[src/cowd_pkg.sv]
// constants for the configuration word decoder
// assumes 13-bit words delivered by the programming interface
package cowd_pkg;
  localparam int WORD_W = 13;
  localparam int CYCLE_LEN_BIT = 8;
  localparam int WDOG_DIS_BIT = 7;
  localparam int BRANCH_CYC_BIT = 6;
  localparam int SPARE_BIT = 5;
  localparam int OSC_TYPE_BIT = 4;
  localparam int DRIVE_PWR_BIT = 3;
  localparam int PROT_MSB = 2;
  localparam int PROT_LSB = 0;
  localparam logic [1:0] SEL_OPTION = 2'h0;
  localparam logic [1:0] SEL_ID1 = 2'h1;
  localparam logic [1:0] SEL_ID2 = 2'h2;
  localparam int ID_WORDS = 2;
  localparam logic [2:0] PROT_OFF_CODE = 3'h7;
  localparam logic [12:0] OPT_RESET = 13'h1fff;
  localparam logic [12:0] ID_RESET = 13'h0000;
  localparam logic [2:0] DIV_SHORT = 3'h2;
  localparam logic [2:0] DIV_LONG = 3'h4;
  localparam logic [1:0] BR_SHORT = 2'h1;
  localparam logic [1:0] BR_LONG = 2'h2;
endpackage : cowd_pkg

[src/cowd_code_option_word_decode.sv]
// configuration word decoder: option word and two customer id words
// assumes words are loaded by the programmer via a load strobe, never
// by running code
//
// Summary of operation
// option words unreachable from running program code
// three 13-bit words: options, two id
// word zero bits twelve to nine ignored
// bit eight picks two or four periods
// bit seven low enables the watchdog
// bit six picks one or two branch cycles
// bit four picks RC or crystal oscillator
// bit three picks low or high power
// protection off only when protect bits 111
// id words store all thirteen bits
// timer clock quarter rate in four-period mode
// word zero bit five ignored
`timescale 1ns/10ps
module cowd_code_option_word_decode
(
  input wire logic clk,
  input wire logic reset,
  input wire logic progLoad,
  input wire logic [1:0] progWordSel,
  input wire logic [12:0] progWordData,
  output logic cycleLengthSelect,
  output logic [2:0] oscPeriodsPerCycle,
  output logic watchdogEnable,
  output logic branchCycleSelect,
  output logic [1:0] branchCycles,
  output logic crystalSelect,
  output logic drivePowerSelect,
  output logic writeProtectEnable,
  output logic [2:0] timerClockDivide,
  output logic [12:0] customerId1,
  output logic [12:0] customerId2
);
  // true when the programming port writes word idx in this cycle
  function automatic logic load_hit(
    input logic load,
    input logic [1:0] sel,
    input logic [1:0] idx
  );
    load_hit = load && (sel == idx);
  endfunction : load_hit

  // oscillator periods per instruction cycle, also the timer divide
  function automatic logic [2:0] cycle_divide(input logic fourPeriods);
    if (fourPeriods)
    begin
      cycle_divide = cowd_pkg::DIV_LONG;
    end
    else
    begin
      cycle_divide = cowd_pkg::DIV_SHORT;
    end
  endfunction : cycle_divide

  // instruction cycles taken by a jump or call
  function automatic logic [1:0] branch_count(input logic twoCycles);
    if (twoCycles)
    begin
      branch_count = cowd_pkg::BR_LONG;
    end
    else
    begin
      branch_count = cowd_pkg::BR_SHORT;
    end
  endfunction : branch_count

  // any code but all ones keeps the program memory protected
  function automatic logic protect_on(input logic [2:0] code);
    protect_on = (code != cowd_pkg::PROT_OFF_CODE);
  endfunction : protect_on

  // only the programming port writes; no program-side access exists
  logic [12:0] optWord_q;
  logic [12:0] optWord_d;

  always_comb
  begin
    optWord_d = optWord_q;
    if (load_hit(progLoad, progWordSel, cowd_pkg::SEL_OPTION))
    begin
      optWord_d = progWordData;
    end
  end

  always_ff @(posedge clk)
  begin
    if (reset)
    begin
      optWord_q <= cowd_pkg::OPT_RESET;
    end
    else
    begin
      optWord_q <= optWord_d;
    end
  end

  // one register per customer id word
  for (genvar g = 0; g < cowd_pkg::ID_WORDS; g++)
  begin : g_id
    localparam logic [1:0] WORD_SEL = 2'(cowd_pkg::SEL_ID1 + g);
    logic [12:0] idWord_q;

    always_ff @(posedge clk)
    begin
      if (reset)
      begin
        idWord_q <= cowd_pkg::ID_RESET;
      end
      else if (load_hit(progLoad, progWordSel, WORD_SEL))
      begin
        idWord_q <= progWordData;
      end
    end
  end

  // decoded settings; bits 12..9 and 5 feed none of them // R03 R12
  always_ff @(posedge clk)
  begin
    if (reset)
    begin
      cycleLengthSelect <= cowd_pkg::OPT_RESET[cowd_pkg::CYCLE_LEN_BIT];
      oscPeriodsPerCycle <=
        cycle_divide(cowd_pkg::OPT_RESET[cowd_pkg::CYCLE_LEN_BIT]);
    end
    else
    begin
      cycleLengthSelect <= optWord_q[cowd_pkg::CYCLE_LEN_BIT];
      oscPeriodsPerCycle <=
        cycle_divide(optWord_q[cowd_pkg::CYCLE_LEN_BIT]);
    end
  end

  // timer source follows the instruction cycle length
  always_ff @(posedge clk)
  begin
    if (reset)
    begin
      timerClockDivide <=
        cycle_divide(cowd_pkg::OPT_RESET[cowd_pkg::CYCLE_LEN_BIT]);
    end
    else
    begin
      timerClockDivide <=
        cycle_divide(optWord_q[cowd_pkg::CYCLE_LEN_BIT]);
    end
  end

  // active-low option bit, active-high enable
  always_ff @(posedge clk)
  begin
    if (reset)
    begin
      watchdogEnable <= ~cowd_pkg::OPT_RESET[cowd_pkg::WDOG_DIS_BIT];
    end
    else
    begin
      watchdogEnable <= ~optWord_q[cowd_pkg::WDOG_DIS_BIT];
    end
  end

  always_ff @(posedge clk)
  begin
    if (reset)
    begin
      branchCycleSelect <= cowd_pkg::OPT_RESET[cowd_pkg::BRANCH_CYC_BIT];
      branchCycles <=
        branch_count(cowd_pkg::OPT_RESET[cowd_pkg::BRANCH_CYC_BIT]);
    end
    else
    begin
      branchCycleSelect <= optWord_q[cowd_pkg::BRANCH_CYC_BIT];
      branchCycles <=
        branch_count(optWord_q[cowd_pkg::BRANCH_CYC_BIT]);
    end
  end

  always_ff @(posedge clk)
  begin
    if (reset)
    begin
      crystalSelect <= cowd_pkg::OPT_RESET[cowd_pkg::OSC_TYPE_BIT];
    end
    else
    begin
      crystalSelect <= optWord_q[cowd_pkg::OSC_TYPE_BIT];
    end
  end

  always_ff @(posedge clk)
  begin
    if (reset)
    begin
      drivePowerSelect <= cowd_pkg::OPT_RESET[cowd_pkg::DRIVE_PWR_BIT];
    end
    else
    begin
      drivePowerSelect <= optWord_q[cowd_pkg::DRIVE_PWR_BIT];
    end
  end

  always_ff @(posedge clk)
  begin
    if (reset)
    begin
      writeProtectEnable <= protect_on(
        cowd_pkg::OPT_RESET[cowd_pkg::PROT_MSB:cowd_pkg::PROT_LSB]);
    end
    else
    begin
      writeProtectEnable <= protect_on(
        optWord_q[cowd_pkg::PROT_MSB:cowd_pkg::PROT_LSB]);
    end
  end

  // id words reach the outputs one edge after they are stored
  always_ff @(posedge clk)
  begin
    if (reset)
    begin
      customerId1 <= cowd_pkg::ID_RESET;
      customerId2 <= cowd_pkg::ID_RESET;
    end
    else
    begin
      customerId1 <= g_id[0].idWord_q;
      customerId2 <= g_id[1].idWord_q;
    end
  end
endmodule : cowd_code_option_word_decode

[config.mk]
export PLATFORM = sky130hd
export DESIGN_NAME = cowd_code_option_word_decode
export DESIGN_NICKNAME = d
export VERILOG_FILES = /design/src/cowd_pkg.sv /design/src/cowd_code_option_word_decode.sv
export SDC_FILE = /design/constraint.sdc
export NUM_CORES = 1
export LEC_CHECK = 0
export BUFFER_PORTS_ARGS = -buffer_cell sky130_fd_sc_hd__buf_2
export CAP_MARGIN = 5
export CORE_ASPECT_RATIO = 2
export CORE_MARGIN = 2
export CORE_UTILIZATION = 49
export CTS_BUF_LIST = sky130_fd_sc_hd__clkbuf_2 sky130_fd_sc_hd__clkbuf_4 sky130_fd_sc_hd__clkbuf_8
export DETAILED_ROUTE_END_ITERATION = 10
export GPL_TIMING_DRIVEN = 0
export HOLD_SLACK_MARGIN = 0.02
export PLACE_DENSITY = 0.78
export SYNTH_ARGS = -nofsm -noshare
export SYNTH_HDL_FRONTEND = slang
export SYNTH_SLANG_ARGS = --single-unit
[constraint.sdc]
create_clock -name clk -period 0.8 [get_ports clk]
set_clock_uncertainty 0.15 [all_clocks]
set_input_delay 0.08 -clock clk [delete_from_list [all_inputs] [get_ports clk]]
set_output_delay 0.08 -clock clk [all_outputs]
set_load 0.005 [all_outputs]
==> metrics, run 1 <==
outcome finished, violations left; register area share after synthesis 59.52%; post-route ant nets 0; Final Hold Viols 41; initial antenna violation count 0; FMAX 0.8981 GHz; total CTS buffers 9; Total GRT Usage roughly 18%; routed vias about 1.5k; area of the multi-input gates about 800 sq um; max cap viols 0; RSZ-0062 raised after global routing true; DRC viols 0; DR WL/cell about 13 um; Chip Height approximately 100 um; via/cell ratio ~4.5; initial DRC count 8; Final Max Tran Viols 0; Final #Nets 295; Unique masters post-synth 15; Pre-Repair DR Iteration Count 4; vias in the first global route 1547; Register Area 1384 sq um; pwr dens 2095 nW/um^2; Post-CTS Setup Bufs 0; worst skew pair latency 330 ps; commonest non-fill, non-tap cells in the layout dfxtp_1, buf_2, mux2i_1; Startpoint Class flop; Min Hold Slack -123.4 ps; Yosys reg bits 68; Clock Root Buffer clkbuf_8; Pleak 1.626 nW; final worst-path cycle share 139.2%; CP Capture Type output port; leading cell type in the layout, fill and taps excluded dfxtp_1; share of layout cells above drive strength 1 between 40% and 50%; Hold Path Class in2reg; Placement Setup Slack -245.6 ps; Crit Path Class reg2out; CTS clk-pin slew, worst paths ~60 ps; Data arrival, critical path ~900 ps; total gr overflow 0; Placed Area 2739 sq um; mapped cell area 2287 sq um; die area about 5300 sq um; synthesized instance count 210; Yosys warnings 0; IO Count 58; Core Area 4554 sq um; CTS tree done; Final WS setup -313.5 ps; hold buffer count at CTS 2; Synth Area per Inst ~11 sq um; Antenna Diode Count 0; Setup TNS -7290 ps; worst-case clock buffer depth 2; final wirelength 4.314 mm; min cycle time layout 1114 ps; I/O Buffers 54; row cnt 35; CTS H-tree depth 3; DP Wirelength 3.019 mm; failing checks hold timing, setup timing; WP data required 570 ps; Final Cell Area 3059 sq um; largest net degree at the start of global routing 13; first-pass GRT wire length just under 7 mm; Setup-failing EPs final 38; FILL cells 389; Initial Util 50.22%; area grow syn2layout 33.75%; GPL Wtd Cong 0.7072; maximum VDD drop 1627 uV; Pwr Total 6.410 mW; Die Wd 52.31 um; CTS sink cnt 68; CP Max Fanout 3
synth_stat cells, drive strengths merged:
cell type / count / share of area [%]
dfxtp: 68 / 60
nand2b: 39 / 11
mux2i: 34 / 15
inv: 30 / 4.9
nor2: 16 / 2.6
buf: 14 / 4.5
and3b: 2 / 0.77
clkbuf: 2 / 0.33
nand3b: 2 / 0.82
a31oi: 1 / 0.27
conb: 1 / 0.16
nor3b: 1 / 0.55
what timing repair did:
item                       4_1_cts  5_1_grt
hold endpoints to repair        47       44
pin swaps                        1        2
resized for setup               15       24
setup endpoints to repair       39       50
stage by stage:
stage | util [%] | hold WS (ps) | cells
floorplan | - | 97.24 | 211
global placement | 60.14 | 203.5 | 320
detailed placement | 60.14 | 215.6 | 320
CTS | 65.74 | -138.3 | 338
global route | 67.17 | -119.8 | 337
finish | 67.17 | -123.4 | 337
routing by layer:
layer / GRT usage, % / up-vias / part of all wire (%)
li1: - / 763 / -
met4: 11.05 / 0 / 2.6
met5: 0 / - / 0
met3: 5.638 / 8 / 4.6
met1: 17.79 / 709 / 36
met2: 31.92 / 41 / 57
registers in the layout (all words and copies together), names as in the netlist:
signal	cells
branchCycleSelect	1
branchCycles	1
crystalSelect	1
customerId1	13
customerId2	13
drivePowerSelect	1
g_id.idWord_q	26
optWord_q	8
timerClockDivide	2
watchdogEnable	1
writeProtectEnable	1
logic make-up after synthesis:
logic type | share of synthesized area, %
flops | 59.52
other cells | 0.1640
simple gates | 15.43
buf+inv | 9.738
mux | 14.88
compound gates | 0.2737
critical path: stages, from the launching register on:
cell     delay (ps)
dfxtp_2         340
buf_6           110
buf_6           110
where the power goes:
part	total (mW)	switching, mW	internal, mW
combinational	0.445	0.196	0.249
sequential	3.53	0.0411	3.49
clock	2.44	1.24	1.19
total	6.41	1.48	4.93
layout make-up:
cell class / count / share of cell area, %
inverters: 30 / 3.681
well taps: 55 / 2.249
multi-input cells: 97 / 26.14
plain buffers: 16 / 5.031
clock buffers: 10 / 4.499
repair buffers: 55 / 11.86
flip-flops and latches: 68 / 45.24
clock inverters: 6 / 1.309
worst paths after layout:
kind / to / slack [ps] / cells past startpoint / startpoint
min reg2reg: watchdogEnable / 250 / 1 / optWord_q[7]
min: optWord_q[4] / -120 / 3 / progWordData[4]
max: oscPeriodsPerCycle[2] / -310 / 2 / timerClockDivide[2]
max reg2reg: g_id[1].idWord_q[0] / 30 / 2 / g_id[1].idWord_q[0]
Power figures use the tool's default switching activity.
==> inputs of run 2 (changes only) <==
CTS_CLUSTER_SIZE = 10   (was default)
SETUP_SLACK_MARGIN = 0.3   (was default)
==> metrics, run 2 (same netlist as run 1, synthesis figures left out) <==
outcome finished, violations left; failing checks hold timing, setup timing; Crit Path Class reg2out; row cnt 35; met1 WL 1.541 mm; DRC viols 0; post-layout util 73.10%; max reg flops 26; Reg power frac 49.3%; share of layout cells above drive strength 1 69.86%; CTS H-tree depth 3; worst-case clock buffer depth 2; IO Count 58; maximum VDD drop 1870 uV; CP Capture Type output port; register bank with the most flops g_id.idWord_q; initial DRC count 24; initial antenna violation count 0; Hold Path Class in2reg; final worst-path cycle share 139.5%; Pwr Total 7.196 mW; Register Area 1440 sq um; Core Area 4554 sq um; Total GRT Usage 19.55%; Final #Nets between 200 and 300; largest net degree at the start of global routing 13; Comb power frac 7.4%; P_int 5.627 mW; Antenna Diode Count 0; clock share of power 43.4%; FMAX between 0.8 and 0.9 GHz; RR Endpoint g_id[0].idWord_q[9]; DP Wirelength around 3.0 mm; DR WL/cell 13.49 um; area of the multi-input gates 943.4 sq um; Die Wd 52.31 um; top sig layer met4; I/O Buffers 54; leading cell type in the layout, fill and taps excluded dfxtp_2; commonest non-fill, non-tap cells in the layout dfxtp_2, buf_2, mux2i_1; total CTS buffers 9; hold path endpoint g_id[1].idWord_q[5]; first-pass GRT wire length 7.120 mm; pwr dens 2161 nW/um^2; via/cell ratio 4.629; min-delay src progWordData[5]; Startpoint Class flop; RSZ-0062 raised after global routing true; FILL cells 348; WP data required 570 ps; vias in the first global route between 1.5k and 2k; area grow syn2layout 45.57%; non-filler cells, final between 300 and 400; switch share between 20% and 30%; Chip Height about 100 um; CTS tree done; min cycle time layout 1116 ps; Min Hold Slack -154.2 ps; Final Hold Viols 47; GPL Wtd Cong 0.7503; R2R Setup Slk -10 ps; die area between 5000 and 6000 sq um; CTS sink cnt 68; DR WL met2 2.594 mm; max cap viols 0; Data arrival, critical path 890 ps; CTS clk-pin slew, worst paths 70 ps; total gr overflow 0; worst skew pair latency 350 ps; CP Max Fanout 3; Sw Pwr 1.569 mW; routed vias 1560; Pre-Repair DR Iteration Count 4; Final WS setup -316.3 ps; Clock Root Buffer clkbuf_8; final wirelength around 4.5 mm; Initial Util 50.22%; worst reg2reg startpoint g_id[0].idWord_q[9]; WHS Path Cells 3; post-route ant nets 0; Post-Place Cells 320; biggest regs g_id.idWord_q (26), customerId1 (13), customerId2 (13); Placement Setup Slack -255.3 ps; Setup-failing EPs final 39; WL met3 between 200 and 250 um; Final Max Tran Viols 0; Pleak ~1.7 nW; R2R depth 2
## run 2: cell types whose count changed in the layout (fill, tap and decap cells not counted), moves of 3 or more
cell	before	now
dfxtp_1	50	5
dfxtp_2	18	63
nand2b_1	29	14
nand2b_4	10	25
inv_1	30	16
inv_2	0	14
nor2_4	1	5
buf_6	21	24
nor2_2	4	1
## run 2: how the worst max path moves through the flow
| stage | from | cells after the start | endpoint |
|---|---|---|---|
| after floorplan | progWordSel[0] | 3 | optWord_q[0] |
| after global placement | progWordSel[0] | 4 | optWord_q[4] |
| after detailed placement | progWordSel[0] | 4 | optWord_q[8] |
| after CTS | timerClockDivide[2] | 2 | oscPeriodsPerCycle[2] |
| after global routing | timerClockDivide[2] | 2 | oscPeriodsPerCycle[2] |
| final | timerClockDivide[2] | 2 | timerClockDivide[2] |
## run 2: worst max-delay path, cell delays in order (launching register included)
cell	delay, ps
dfxtp_2	330
buf_6	110
buf_6	100
## run 2: metal layers
layer / vias up / GRT usage, %
met5: - / 0
met4: 0 / 15.78
met3: 16 / 5.045
met2: 47 / 33.75
met1: 732 / 18.27
li1: 765 / -
## run 2: repair_timing
item	4_1_cts	5_1_grt
gates cloned	0	0
endpoints found under the setup margin	106	106
setup buffers	0	1
hold endpoints to repair	48	47
gates resized for setup	29	20
pin swaps	8	0
## run 2: through the flow
stage | instance area [sq um] | TNS (ps)
2_1_floorplan | 2610 | -44.40
3_3_place_gp | 2949 | -5230
3_5_place_dp | 2949 | -6117
4_1_cts | 3236 | -8383
5_1_grt | 3329 | -8974
6_report | 3329 | -8144
## run 2: power by group through the flow
stage | clock network (mW) | logic, mW | registers, mW
2_1_floorplan | 0 | 0.336 | 3.61
3_3_place_gp | 0 | 0.495 | 3.60
3_5_place_dp | 0 | 0.505 | 3.61
4_1_cts | 3.16 | 0.519 | 3.54
5_1_grt | 3.31 | 0.574 | 3.55
6_report | 3.12 | 0.530 | 3.55
## run 2: layout make-up
type | count | area share (%)
repair buffers | 55 | 10.90
multi-input cells | 97 | 28.34
clock inverters | 6 | 2.631
inverters | 30 | 3.382
well taps | 55 | 2.067
flip-flops and latches | 68 | 43.25
clock buffers | 10 | 4.134
plain buffers | 16 | 5.299
